===== config.mk =====
export PLATFORM = sky130hd
export DESIGN_NAME = osc_tune_top
export DESIGN_NICKNAME = d
export VERILOG_FILES = /design/src/hw/osc_tune_pkg.sv /design/src/hw/trim_tuner.sv /design/src/hw/source_switch.sv /design/src/hw/osc_tune_top.sv
export SDC_FILE = /design/constraint.sdc
export NUM_CORES = 1
export LEC_CHECK = 0
export ABC_AREA = 1
export BUFFER_PORTS_ARGS = -buffer_cell sky130_fd_sc_hd__clkbuf_2
export CORE_MARGIN = 4
export CORE_UTILIZATION = 30
export DETAILED_ROUTE_END_ITERATION = 10
export GPL_TIMING_DRIVEN = 0
export PLACE_DENSITY = 0.46
export SETUP_SLACK_MARGIN = 0.3
export SKIP_CTS_REPAIR_TIMING = 1
export SLEW_MARGIN = 15
export SYNTH_ARGS = -nofsm -noshare
export SYNTH_HDL_FRONTEND = slang
export SYNTH_SLANG_ARGS = --single-unit
export TNS_END_PERCENT = 20

===== constraint.sdc =====
create_clock -name clk -period 12.4 [get_ports clk]
set_input_delay 0.62 -clock clk [delete_from_list [all_inputs] [get_ports clk]]
set_output_delay 0.62 -clock clk [all_outputs]
set_load 0.1 [all_outputs]

===== src/hw/osc_tune_pkg.sv =====
// Overview of operation
// - self_tune_enable set: hardware calibration drives the trim field
// - tune_halt_in_idle set: tuning pauses while the core is idle
// - reference select: one picks usb frame timing, zero the 32.768 kHz crystal
// - lock status reads one while error stays within plus or minus 0.2 percent
// - lock polarity one flags lack of lock, zero flags lock
// - out-of-range set when error exceeds trim reach; tuning then stops
// - range polarity one flags in-range, zero flags out-of-range
// - trim is signed: 011111 highest, 100000 lowest, zero is centre
// - software writes to trim ignored while self-tune is enabled
// - bit 14 and bits 7 to 6 of tune register read zero
// - switching allowed only when switch_monitor_config is zero
// - switching disabled: next source ignored, active source shows configured default
// - switching disabled: switch request has no effect and reads zero
// - switching enabled: software moves among the four sources any time
// - primary submode fixed by configuration; requests for src_primary_pll are refused, requests for src_primary are taken
// - self-tune irq flag raised on lock or range condition per polarity
// - usb reference uses start-of-frame pulses from the host
package osc_tune_pkg;
   // ****************************************************************
   // register map
   // ****************************************************************
   localparam logic [7:0] tune_addr     = 8'h00;
   localparam logic [7:0] control_addr  = 8'h04;
   localparam logic [7:0] status_addr   = 8'h08;
   localparam logic [7:0] mask_addr     = 8'h0c;
   localparam logic [7:0] measure_addr  = 8'h10;
   // tune register fields
   localparam int         enable_bit    = 15;
   localparam int         halt_bit      = 13;
   localparam int         ref_bit       = 12;
   localparam int         lock_bit      = 11;
   localparam int         lpol_bit      = 10;
   localparam int         range_bit     = 9;
   localparam int         rpol_bit      = 8;
   localparam logic [15:0] tune_rw_mask = 16'hb53f;
   localparam logic [15:0] tune_reset   = 16'h0000;
   // oscillator source codes
   localparam logic [2:0] src_fast_rc   = 3'h0;
   localparam logic [2:0] src_primary   = 3'h2;
   localparam logic [2:0] src_primary_pll = 3'h3;
   localparam logic [2:0] src_secondary = 3'h4;
   localparam logic [2:0] src_low_power = 3'h5;
   localparam logic [2:0] src_reserved  = 3'h6;
   // lock tolerance in parts per thousand: 0.2 percent
   localparam int         lock_tol_ppt  = 2;
   // status bits: lock irq, range irq, switch done
   localparam int         n_events      = 3;
   // axi responses
   localparam logic [1:0] resp_okay     = 2'h0;
   localparam logic [1:0] resp_slverr   = 2'h2;

   typedef struct packed {
      logic        enable;
      logic        halt_idle;
      logic        ref_usb;
      logic        lock_pol;
      logic        range_pol;
   } tune_ctrl_t;

   typedef struct packed {
      logic        lock;
      logic        range;
   } tune_stat_t;
endpackage


===== src/hw/trim_tuner.sv =====
module trim_tuner
   import osc_tune_pkg::*;
#(
   parameter int cnt_w = 16
)(
   input  wire logic             clk,
   input  wire logic             rst,
   input  wire tune_ctrl_t       ctrl,
   input  wire logic             idle,
   input  wire logic             ref_tick,
   input  wire logic             rc_tick,
   input  wire logic [cnt_w-1:0] expected,
   input  wire logic [cnt_w-1:0] span,
   input  wire logic [5:0]       sw_trim,
   output      logic [5:0]       trim,
   output      tune_stat_t       stat,
   output      logic [cnt_w-1:0] last_count
);
   logic [cnt_w-1:0] count_reg;
   logic [cnt_w-1:0] err;
   logic             fast;
   logic             run;
   logic [cnt_w+9:0] tol;

   assign run  = ctrl.enable && !(ctrl.halt_idle && idle);
   assign fast = count_reg > expected;
   assign err  = fast ? count_reg - expected : expected - count_reg;
   // tolerance scaled by 1000 to stay in integers
   assign tol  = (cnt_w+10)'(expected) * (cnt_w+10)'(lock_tol_ppt);

   // count rc ticks per reference period
   always_ff @(posedge clk or posedge rst) begin
      if (rst) begin
         count_reg  <= '0;
         last_count <= '0;
      end else if (!run) begin
         count_reg <= '0;
      end else if (ref_tick) begin
         count_reg  <= '0;
         last_count <= count_reg;
      end else if (rc_tick) begin
         count_reg <= count_reg + 1'b1;
      end
   end

   // status update once per reference period
   always_ff @(posedge clk or posedge rst) begin
      if (rst) begin
         stat <= '0;
      end else if (!ctrl.enable) begin
         stat <= '0;
      end else if (run && ref_tick) begin
         stat.lock  <= ((cnt_w+10)'(err) * (cnt_w+10)'(1000)) <= tol;
         stat.range <= err > span && ((fast && trim == 6'h20) || (!fast && trim == 6'h1f));
      end
   end

   // trim stepping, one lsb per period
   always_ff @(posedge clk or posedge rst) begin
      if (rst) begin
         trim <= '0;
      end else if (!ctrl.enable) begin
         // software owns trim only when disabled
         trim <= sw_trim;
      end else if (run && ref_tick && !stat.range && err != '0) begin
         if (fast && trim != 6'h20)
            trim <= trim - 1'b1;
         else if (!fast && trim != 6'h1f)
            trim <= trim + 1'b1;
      end
   end
endmodule


===== src/hw/source_switch.sv =====
module source_switch
   import osc_tune_pkg::*;
(
   input  wire logic       clk,
   input  wire logic       rst,
   input  wire logic       monitor_cfg,
   input  wire logic [2:0] default_src,
   input  wire logic [2:0] next_src,
   input  wire logic       req_set,
   output      logic [2:0] active_src,
   output      logic       req,
   output      logic       done
);
   logic       enabled;
   logic       loaded_reg;
   logic       valid;

   // switching only when config bit is zero
   assign enabled = !monitor_cfg;
   // pll submode refused, plain primary allowed; reserved refused
   assign valid   = next_src != src_reserved && next_src != src_primary_pll;

   // active source follows config while disabled
   always_ff @(posedge clk or posedge rst) begin
      if (rst) begin
         active_src <= src_fast_rc;
         loaded_reg <= 1'b0;
         req        <= 1'b0;
         done       <= 1'b0;
      end else begin
         done <= 1'b0;
         if (!loaded_reg || !enabled) begin
            active_src <= default_src;
            loaded_reg <= 1'b1;
            req        <= 1'b0;
         end else if (req) begin
            if (valid)
               active_src <= next_src;
            req  <= 1'b0;
            done <= valid && next_src != active_src;
         end else if (req_set) begin
            req <= 1'b1;
         end
      end
   end
endmodule


===== src/hw/osc_tune_top.sv =====
// Local design decisions: the placing of the registers and the AXI4-Lite interface to the registers.
module osc_tune_top
   import osc_tune_pkg::*;
#(
   parameter int cnt_w = 16
)(
   input  wire logic             clk,
   input  wire logic             rst,
   input  wire logic [7:0]       s_axi_awaddr,
   input  wire logic             s_axi_awvalid,
   output      logic             s_axi_awready,
   input  wire logic [31:0]      s_axi_wdata,
   input  wire logic [3:0]       s_axi_wstrb,
   input  wire logic             s_axi_wvalid,
   output      logic             s_axi_wready,
   output      logic [1:0]       s_axi_bresp,
   output      logic             s_axi_bvalid,
   input  wire logic             s_axi_bready,
   input  wire logic [7:0]       s_axi_araddr,
   input  wire logic             s_axi_arvalid,
   output      logic             s_axi_arready,
   output      logic [31:0]      s_axi_rdata,
   output      logic [1:0]       s_axi_rresp,
   output      logic             s_axi_rvalid,
   input  wire logic             s_axi_rready,
   input  wire logic             switch_monitor_config,
   input  wire logic [2:0]       default_source_config,
   input  wire logic             idle,
   input  wire logic             usb_sof_pin,
   input  wire logic             crystal_tick_pin,
   input  wire logic             rc_tick_pin,
   output      logic [5:0]       freq_trim_field,
   output      logic [2:0]       active_source_field,
   output      logic             self_tune_irq_flag,
   output      logic             irq
);
   // ****************************************************************
   // pin synchronisers
   // ****************************************************************
   logic [2:0] sync_reg [3];
   logic [2:0] pins;
   logic [2:0] stable_reg;
   logic [2:0] rise;
   assign pins = {usb_sof_pin, crystal_tick_pin, rc_tick_pin};

   // three stages; change accepted once stage two and three agree
   genvar g;
   generate
      for (g = 0; g < 3; g++) begin : g_sync
         always_ff @(posedge clk or posedge rst) begin
            if (rst) begin
               sync_reg[g]   <= '0;
               stable_reg[g] <= 1'b0;
            end else begin
               sync_reg[g] <= {sync_reg[g][1:0], pins[g]};
               if (sync_reg[g][1] == sync_reg[g][2])
                  stable_reg[g] <= sync_reg[g][2];
            end
         end
         assign rise[g] = sync_reg[g][1] == sync_reg[g][2] && sync_reg[g][2] && !stable_reg[g];
      end
   endgenerate

   // ****************************************************************
   // registers
   // ****************************************************************
   tune_ctrl_t       ctrl;
   tune_stat_t       stat;
   logic [15:0]      tune_reg;
   logic [5:0]       sw_trim_reg;
   logic [2:0]       next_src_reg;
   logic             req_set;
   logic             req;
   logic             sw_done;
   logic [n_events-1:0] status_reg;
   logic [n_events-1:0] mask_reg;
   logic [n_events-1:0] events;
   logic [cnt_w-1:0] expected_reg;
   logic [cnt_w-1:0] span_reg;
   logic [cnt_w-1:0] last_count;
   logic             ref_tick;

   assign ref_tick = ctrl.ref_usb ? rise[2] : rise[1];

   trim_tuner #(.cnt_w(cnt_w)) u_tuner (
      .clk        (clk),
      .rst        (rst),
      .ctrl       (ctrl),
      .idle       (idle),
      .ref_tick   (ref_tick),
      .rc_tick    (rise[0]),
      .expected   (expected_reg),
      .span       (span_reg),
      .sw_trim    (sw_trim_reg),
      .trim       (freq_trim_field),
      .stat       (stat),
      .last_count (last_count)
   );

   source_switch u_switch (
      .clk         (clk),
      .rst         (rst),
      .monitor_cfg (switch_monitor_config),
      .default_src (default_source_config),
      .next_src    (next_src_reg),
      .req_set     (req_set),
      .active_src  (active_source_field),
      .req         (req),
      .done        (sw_done)
   );

   // unused positions read zero; status from hardware only
   always_comb begin
      tune_reg                = '0;
      tune_reg[enable_bit]    = ctrl.enable;
      tune_reg[halt_bit]      = ctrl.halt_idle;
      tune_reg[ref_bit]       = ctrl.ref_usb;
      tune_reg[lock_bit]      = stat.lock;
      tune_reg[lpol_bit]      = ctrl.lock_pol;
      tune_reg[range_bit]     = stat.range;
      tune_reg[rpol_bit]      = ctrl.range_pol;
      tune_reg[5:0]           = freq_trim_field;
   end

   // irq flag per polarity; polarity ignored while disabled
   assign self_tune_irq_flag = ctrl.enable &&
      ((stat.lock ^ ctrl.lock_pol) || (stat.range ^ ctrl.range_pol));

   // ****************************************************************
   // axi4-lite slave
   // ****************************************************************
   logic [7:0]  awaddr_reg;
   logic [31:0] wdata_reg;
   logic [3:0]  wstrb_reg;
   logic        aw_have_reg;
   logic        w_have_reg;
   logic        do_write;
   logic        hit;
   logic [31:0] rdata_next;
   logic        rhit;

   // ready low while an item is held, so only one write is ever in flight
   assign s_axi_awready = !aw_have_reg && !s_axi_bvalid;
   assign s_axi_wready  = !w_have_reg && !s_axi_bvalid;
   assign s_axi_arready = !s_axi_rvalid;
   assign do_write      = aw_have_reg && w_have_reg && !s_axi_bvalid;
   assign hit = awaddr_reg inside {tune_addr, control_addr, status_addr, mask_addr, measure_addr};

   // capture address and data in either order
   always_ff @(posedge clk or posedge rst) begin
      if (rst) begin
         aw_have_reg <= 1'b0;
         w_have_reg  <= 1'b0;
         awaddr_reg  <= '0;
         wdata_reg   <= '0;
         wstrb_reg   <= '0;
         s_axi_bvalid <= 1'b0;
         s_axi_bresp  <= resp_okay;
      end else begin
         if (s_axi_awvalid && s_axi_awready) begin
            aw_have_reg <= 1'b1;
            awaddr_reg  <= s_axi_awaddr;
         end
         if (s_axi_wvalid && s_axi_wready) begin
            w_have_reg <= 1'b1;
            wdata_reg  <= s_axi_wdata;
            wstrb_reg  <= s_axi_wstrb;
         end
         if (do_write) begin
            aw_have_reg  <= 1'b0;
            w_have_reg   <= 1'b0;
            s_axi_bvalid <= 1'b1;
            s_axi_bresp  <= hit ? resp_okay : resp_slverr;
         end else if (s_axi_bvalid && s_axi_bready) begin
            s_axi_bvalid <= 1'b0;
         end
      end
   end

   // writable control state
   always_ff @(posedge clk or posedge rst) begin
      if (rst) begin
         ctrl         <= '0;
         sw_trim_reg  <= tune_reset[5:0];
         next_src_reg <= src_fast_rc;
         mask_reg     <= '0;
         expected_reg <= '0;
         span_reg     <= '0;
         req_set      <= 1'b0;
      end else begin
         req_set <= 1'b0;
         if (do_write && awaddr_reg == tune_addr) begin
            if (wstrb_reg[1]) begin
               ctrl.enable    <= wdata_reg[enable_bit];
               ctrl.halt_idle <= wdata_reg[halt_bit];
               ctrl.ref_usb   <= wdata_reg[ref_bit];
               ctrl.lock_pol  <= wdata_reg[lpol_bit];
               ctrl.range_pol <= wdata_reg[rpol_bit];
            end
            // trim write dropped while self-tune runs
            if (wstrb_reg[0] && !ctrl.enable)
               sw_trim_reg <= wdata_reg[5:0];
         end
         if (do_write && awaddr_reg == control_addr && wstrb_reg[0]) begin
            // next source only matters when switching enabled
            next_src_reg <= wdata_reg[6:4];
            req_set      <= wdata_reg[0];
         end
         if (do_write && awaddr_reg == mask_addr && wstrb_reg[0])
            mask_reg <= wdata_reg[n_events-1:0];
         if (do_write && awaddr_reg == measure_addr) begin
            if (wstrb_reg[1:0] == 2'h3)
               expected_reg <= wdata_reg[cnt_w-1:0];
            if (wstrb_reg[3:2] == 2'h3)
               span_reg <= wdata_reg[cnt_w+15:16];
         end
      end
   end

   // ****************************************************************
   // interrupts: sticky status, write one to clear, set wins
   // ****************************************************************
   logic lock_irq_reg;
   logic range_irq_reg;
   // previous level, so only a fresh condition counts as an event
   always_ff @(posedge clk or posedge rst) begin
      if (rst) begin
         lock_irq_reg  <= 1'b0;
         range_irq_reg <= 1'b0;
      end else begin
         lock_irq_reg  <= ctrl.enable && (stat.lock ^ ctrl.lock_pol);
         range_irq_reg <= ctrl.enable && (stat.range ^ ctrl.range_pol);
      end
   end
   // lock polarity; range polarity; rising edges only
   assign events = {sw_done,
                    ctrl.enable && (stat.range ^ ctrl.range_pol) && !range_irq_reg,
                    ctrl.enable && (stat.lock ^ ctrl.lock_pol) && !lock_irq_reg};

   always_ff @(posedge clk or posedge rst) begin
      if (rst) begin
         status_reg <= '0;
      end else begin
         if (do_write && awaddr_reg == status_addr && wstrb_reg[0])
            status_reg <= (status_reg & ~wdata_reg[n_events-1:0]) | events;
         else
            status_reg <= status_reg | events;
      end
   end
   assign irq = |(status_reg & mask_reg);

   // read path
   always_comb begin
      rdata_next = '0;
      rhit       = 1'b1;
      case (s_axi_araddr)
         tune_addr:    rdata_next[15:0] = tune_reg;
         // request reads zero while switching disabled
         control_addr: rdata_next = {20'h0, 1'b0, active_source_field, 1'b0,
                                     next_src_reg, 3'h0, req && !switch_monitor_config};
         status_addr:  rdata_next[n_events-1:0] = status_reg;
         mask_addr:    rdata_next[n_events-1:0] = mask_reg;
         measure_addr: rdata_next = {span_reg, last_count};
         default:      rhit = 1'b0;
      endcase
   end

   // read data latched with rvalid, so it stands until rready is seen
   always_ff @(posedge clk or posedge rst) begin
      if (rst) begin
         s_axi_rvalid <= 1'b0;
         s_axi_rdata  <= '0;
         s_axi_rresp  <= resp_okay;
      end else if (s_axi_arvalid && s_axi_arready) begin
         s_axi_rvalid <= 1'b1;
         s_axi_rdata  <= rdata_next;
         s_axi_rresp  <= rhit ? resp_okay : resp_slverr;
      end else if (s_axi_rready) begin
         s_axi_rvalid <= 1'b0;
      end
   end
endmodule


**Word-level counts from Yosys, hierarchy flattened**

Index checks and enable logic that the tools add are counted.

- Flip-flop bits (word level): 197

- $mul: 1
- $lt $le $gt $ge: 3
- Bitwise logic cells: 7
- Add/sub/neg operators: 5
- Multiplexer cells: 35
- Eq/ne operators: 24
- Reductions and logical operators: 78

Operator list:

| cell | number |
|---|---|
| 16-bit two-way mux | 5 |
| 1-bit logical AND | 41 |
| 13-bit one-hot mux with 3 select lines | 1 |
| 8-bit by 4-bit equality test with 1-bit output (second input constant) | 4 |
| 16-bit > comparator | 2 |
| 16-bit subtractor | 2 |
| 26-bit by 17-bit <= comparator with 1-bit output | 1 |
| 6-bit two-way mux | 4 |
| 16-bit by 7-bit multiplier with 23-bit output (second input constant) | 1 |
| 16-bit by 1-bit adder with 16-bit output (second input constant) | 1 |
| 8-bit by 3-bit equality test with 1-bit output (second input constant) | 2 |
| 8-bit by 5-bit equality test with 1-bit output (second input constant) | 2 |
| 8-bit logical NOT | 2 |
| 1-bit two-way mux | 16 |
| 16-bit nonzero test | 1 |
| 1-bit logical NOT | 15 |
| 3-bit one-hot mux with 5 select lines | 1 |
| 2-bit AND reduction | 7 |
| 3-bit two-way mux | 4 |
| 2-bit nonzero test | 6 |
| 2-bit two-way mux | 4 |
| 6-bit by 1-bit adder with 6-bit output (second input constant) | 1 |
| 3-bit bitwise AND | 2 |
| 6-bit by 5-bit equality test with 1-bit output (second input constant) | 1 |
| other kinds (18) | 27 |

**Longest topological paths before layout**

- Word-level depth: 9
- Mapped depth: 42
- Gate-level depth less buffers: 42

**Hierarchy**

Synthesis repeated with hierarchy kept, for this count alone.

- Cell total of the unflattened synthesis: 1753
- Area total of the unflattened synthesis: 13949.6 sq um

Modules (own cells, without submodules):

| module | cells each | area an instance (sq um) | times used |
|---|---|---|---|
| trim_tuner | 1026 | 7410.9 | 1 |
| osc_tune_top | 678 | 6175.9 | 1 |
| source_switch | 49 | 362.8 | 1 |

**Worst setup path before layout**

OpenSTA, ideal clock, no wires.

- Path type: flip-flop to flip-flop
- From: register u_tuner.count_reg[0]
- To: register, netlist name u_tuner.stat[1]
- Required time: 12335 ps
- Library setup time: 65 ps
- Setup slack: 5687 ps
- Stages on the path, launching flop included: 40
- Arrival: 6648 ps
- Buffers on the path: 2
- Cell sequence: dfrtp_1 inv_1 ha_1 fa_1 inv_1 nand3_1 nand2_1 nand2_1 nand2_1 nand2_1 nand2_2 nand2_2 buf_6 buf_2 nand2_1 o21ai_0 o221ai_1 xor2_1 (+4 left out) fa_1 fa_1 inv_1 ha_1 nand2_1 nand2_1 a31oi_1 nand3_1 xor2_1 ha_1 nand2_1 or4_1 nor3_1 and3_1 nand4_1 nand2_1 nand2_1 nand2_1

- Longest elaborated chain between the ends: 6
- Elaborated cells on any way between the ends: 8
- Those cells by class: add/sub (2); mul (1); order compare (2); mux (3)

RTL lines:

| element | RTL line | text |
|---|---|---|
| start: declaration | trim_tuner.sv:19 | `logic [cnt_w-1:0] count_reg;` |
| start signal: assignment | trim_tuner.sv:42 | `count_reg <= count_reg + 1'b1;` |
| 16-bit subtractor or 16-bit > comparator (tied branches) | trim_tuner.sv:27, trim_tuner.sv:26 |  |
| 16-bit two-way mux (*) | trim_tuner.sv:27 | `assign err = fast ? count_reg - expected : expected - count_reg;` |
| 16-bit by 7-bit multiplier with 23-bit output (*) | trim_tuner.sv:53 | `stat.lock <= ((cnt_w+10)'(err) * (cnt_w+10)'(1000)) <= tol;` |
| 26-bit by 17-bit <= comparator with 1-bit output (*) | trim_tuner.sv:53 |  |
| 2-bit two-way mux (*) | trim_tuner.sv:52 | `end else if (run && ref_tick) begin` |
| 2-bit two-way mux (*) | trim_tuner.sv:50 | `end else if (!ctrl.enable) begin` |

Every way passes the cells marked *; elsewhere a longest branch is shown, timed or not. The select of a mux whose other input is x is not followed.
A chain may end at the register's enable or synchronous reset.

**Worst setup path in the final report**

- From: register u_tuner.count_reg[0]
- To: register, netlist name u_tuner.stat[1]

- Longest elaborated chain between the ends: 6
- Elaborated cells on any way between the ends: 8
- Those cells by class: add/sub (2); mul (1); order compare (2); mux (3)

RTL lines:

| element | RTL line |
|---|---|
| 16-bit subtractor or 16-bit > comparator (tied branches) | trim_tuner.sv:27, trim_tuner.sv:26 |
| 16-bit two-way mux (*) | trim_tuner.sv:27 |
| 16-bit by 7-bit multiplier with 23-bit output (*) | trim_tuner.sv:53 |
| 26-bit by 17-bit <= comparator with 1-bit output (*) | trim_tuner.sv:53 |
| 2-bit two-way mux (*) | trim_tuner.sv:52 |
| 2-bit two-way mux (*) | trim_tuner.sv:50 |

Marked as above.

==> results.cfg <==
[flow_run]
maxCapViolCount = 0

[sta]
setup_tns_ps = 0
worst_pin_slew_ps = 1180
fin_crit_ps = 8100
skew_ps = 11.1
fmax_mhz = 123
post-route-period-util_pct = 65.3
rsz0062_at_grt = false
finalHoldViolations = 0
setup_ws_ps = 4300
relSlewSlack_pct = 21.3
setup-violations-final = 0
maxSlewViolCount = 0

[cells_and_area]
area_growth_pct = 14.5
drive_gt1_share_pct = 11.2
diodes = 0
num-nets-final = 2045
n_fill_cell = 4790

[grt]
grt_overflow_total = 0
antenna_found_initial = 0
grt.total_usage_pct = 17.1
grt_pass1_wl_um = 64400
grt_start_max_net_pins = 102
grt_pass1_vias = 11500

[setup_path]
cp.arrival_ps = 8480
start_kind = flop
crit_slowest_cell = xor2_1
path_class = flop to flop
crit_required_ps = 12780
worst_path_most_repeated_cell = nand2_1
crit_path_end_kind = flop
cp_max_fo = 10
critPathMaxStageDelay_ps = 560

[drt]
drtAntennaViolNets = 0
post_drt_wl_per_cell_um = 16.7
vias = 11200
routed_wl_um = 40300
first_pass_iters = 6
viasPerCell = 4.65
drc_errors = 0
drtIter0Drc = 597

[synthesis]
seq_area_frac_synth_pct = 36.1
synthTopCellsByArea = dfrtp_1 (36%), ha_1 (11%), nand2_1 (9.5%), inv_1 (8.2%), fa_1 (7.0%)
synth_top_area_share_pct = 36.1
synth-edff-count = 0
netlist_top_cells_count = nand2_1 (343), inv_1 (296), dfrtp_1 (195)
yosys.area.top_type = dfrtp_1
synthCells = 1673
async_flop_share_pct = 100
ys_warn_count = 0
ys_ff_latch = 195
ys_types = 59
synth_area_sq_um = 13500
yosysMostFrequentCell = nand2_1
synth-main-ff-cell = dfrtp_1
syn_area_per_cell_sq_um = 8.08

[die]
die_h_um = 220
dieArea_sq_um = 48500
ios = 119
dieWidth_um = 220
num_rows = 77
start_util_pct = 30.4
fp.coreArea_sq_um = 44400

[placed_design]
post-place-ws_ps = 4220
io_buffers = 116
gp_congestion = 0.843
hpwlAfterDp_um = 33300

[status]
outcome = finished, final reports clean

[clock_tree]
insertion_delay_ps = 450
clockBufferDepth = 2
clk_pin_slew_worst_paths_ps = 70
htreeDepth = 4
root_buffer = clkbuf_16
cts_made_buffers = 17
cts_tree = done
cts.sinks = 195

[min_path]
hp-class = input pin to flop
-- layout by cell type (no fill, tap or decap), types with 4 or more instances in the layout --
| cell | n |
|---|---|
| nand2_2 | 4 |
| nor2_1 | 126 |
| nand2_1 | 343 |
| nand4_1 | 23 |
| xor2_1 | 29 |
| ha_1 | 121 |
| clkbuf_2 | 116 |
| o211ai_1 | 4 |
| o221a_2 | 4 |
| nor4_1 | 8 |
| o22ai_1 | 6 |
| o31ai_1 | 18 |
| clkbuf_16 | 17 |
| o21bai_1 | 6 |
| a21boi_0 | 6 |
| mux2_2 | 9 |
| a221oi_1 | 8 |
| dfrtp_1 | 195 |
| buf_2 | 6 |
| clkbuf_1 | 25 |
| nor3_1 | 30 |
| a21o_1 | 5 |
| xnor2_1 | 13 |
| nor2_2 | 5 |
| a21oi_1 | 101 |
| fa_1 | 47 |
| o21ai_2 | 4 |
| a211oi_1 | 7 |
| nand3_1 | 55 |
| o21ai_0 | 116 |
| a31oi_1 | 5 |
| inv_1 | 295 |
-- logic make-up after synthesis --
kind of cell / Yosys count / synth area share [%]
buf+inv: 339 / 9.67
compound gates: 305 / 13.1
fa+ha+maj: 168 / 18.2
flops: 195 / 36.1
xor+xnor: 43 / 2.84
other cells: 2 / 0.0556
simple gates: 612 / 19.3
mux: 9 / 0.750
-- per-stage QoR --
step / utilization (%) / hold slack, ps / area (sq um) / instances
6_report: 34.8 / 273 / 15500 / 2413
5_1_grt: 34.8 / 259 / 15500 / 2413
4_1_cts: 34.8 / 242 / 15500 / 2413
3_5_place_dp: 33.5 / 336 / 14900 / 2383
3_3_place_gp: 33.4 / 332 / 14800 / 2382
2_1_floorplan: - / 331 / 13500 / 1674
-- final cells by class --
class                           instances  area [sq um]  share of cell area, %
Clock buffer                           18           439                   2.84
Clock inverter                         12           156                   1.01
Inverter                              300          1130                   7.33
Multi-Input combinational cell       1140          7340                   47.4
Timing Repair Buffer                  117           608                   3.93
Tap cell                              592           741                   4.79
Sequential cell                       195          4880                   31.5
Buffer                                 39           180                   1.16
-- path summary, 6_finish.rpt --
check / slack (ps) / end / start / cells after the start
max: 4300 / u_tuner.stat[1]$_DFFE_PP0P_ / u_tuner.count_reg[0]$_DFFE_PP0P_ / 39
min: 270 / sync_reg[3]$_DFF_PP0_ / crystal_tick_pin / 1
max reg2reg: 4300 / u_tuner.stat[1]$_DFFE_PP0P_ / u_tuner.count_reg[0]$_DFFE_PP0P_ / 39
min reg2reg: 350 / sync_reg[1]$_DFF_PP0_ / sync_reg[0]$_DFF_PP0_ / 0
max in group asynchronous: 11150 / span_reg[13]$_DFFE_PP0P_ / rst / 3
min in group asynchronous: 300 / mask_reg[0]$_DFFE_PP0P_ / rst / 2
-- layer usage --
metal	share of wire [%]	global-route usage [%]	routed length (um)
met1	48	23.4	19100
met2	48	28.8	19400
met3	2.7	2.02	1070
met4	1.7	4.38	694
met5	0	0	0
-- worst max-delay path, delay by kind of cell, from the launching register on --
| family | cells | cell delay (ps) |
|---|---|---|
| compound gates | 3 | 450 |
| fa+ha+maj | 8 | 3210 |
| simple gates | 19 | 2290 |
| buf+inv | 7 | 930 |
| flops | 1 | 400 |
| xor+xnor | 2 | 740 |
Power is left out: the tool's default activity adds up to more than one toggle a clock period on the data nets, which glitch-free logic cannot reach.
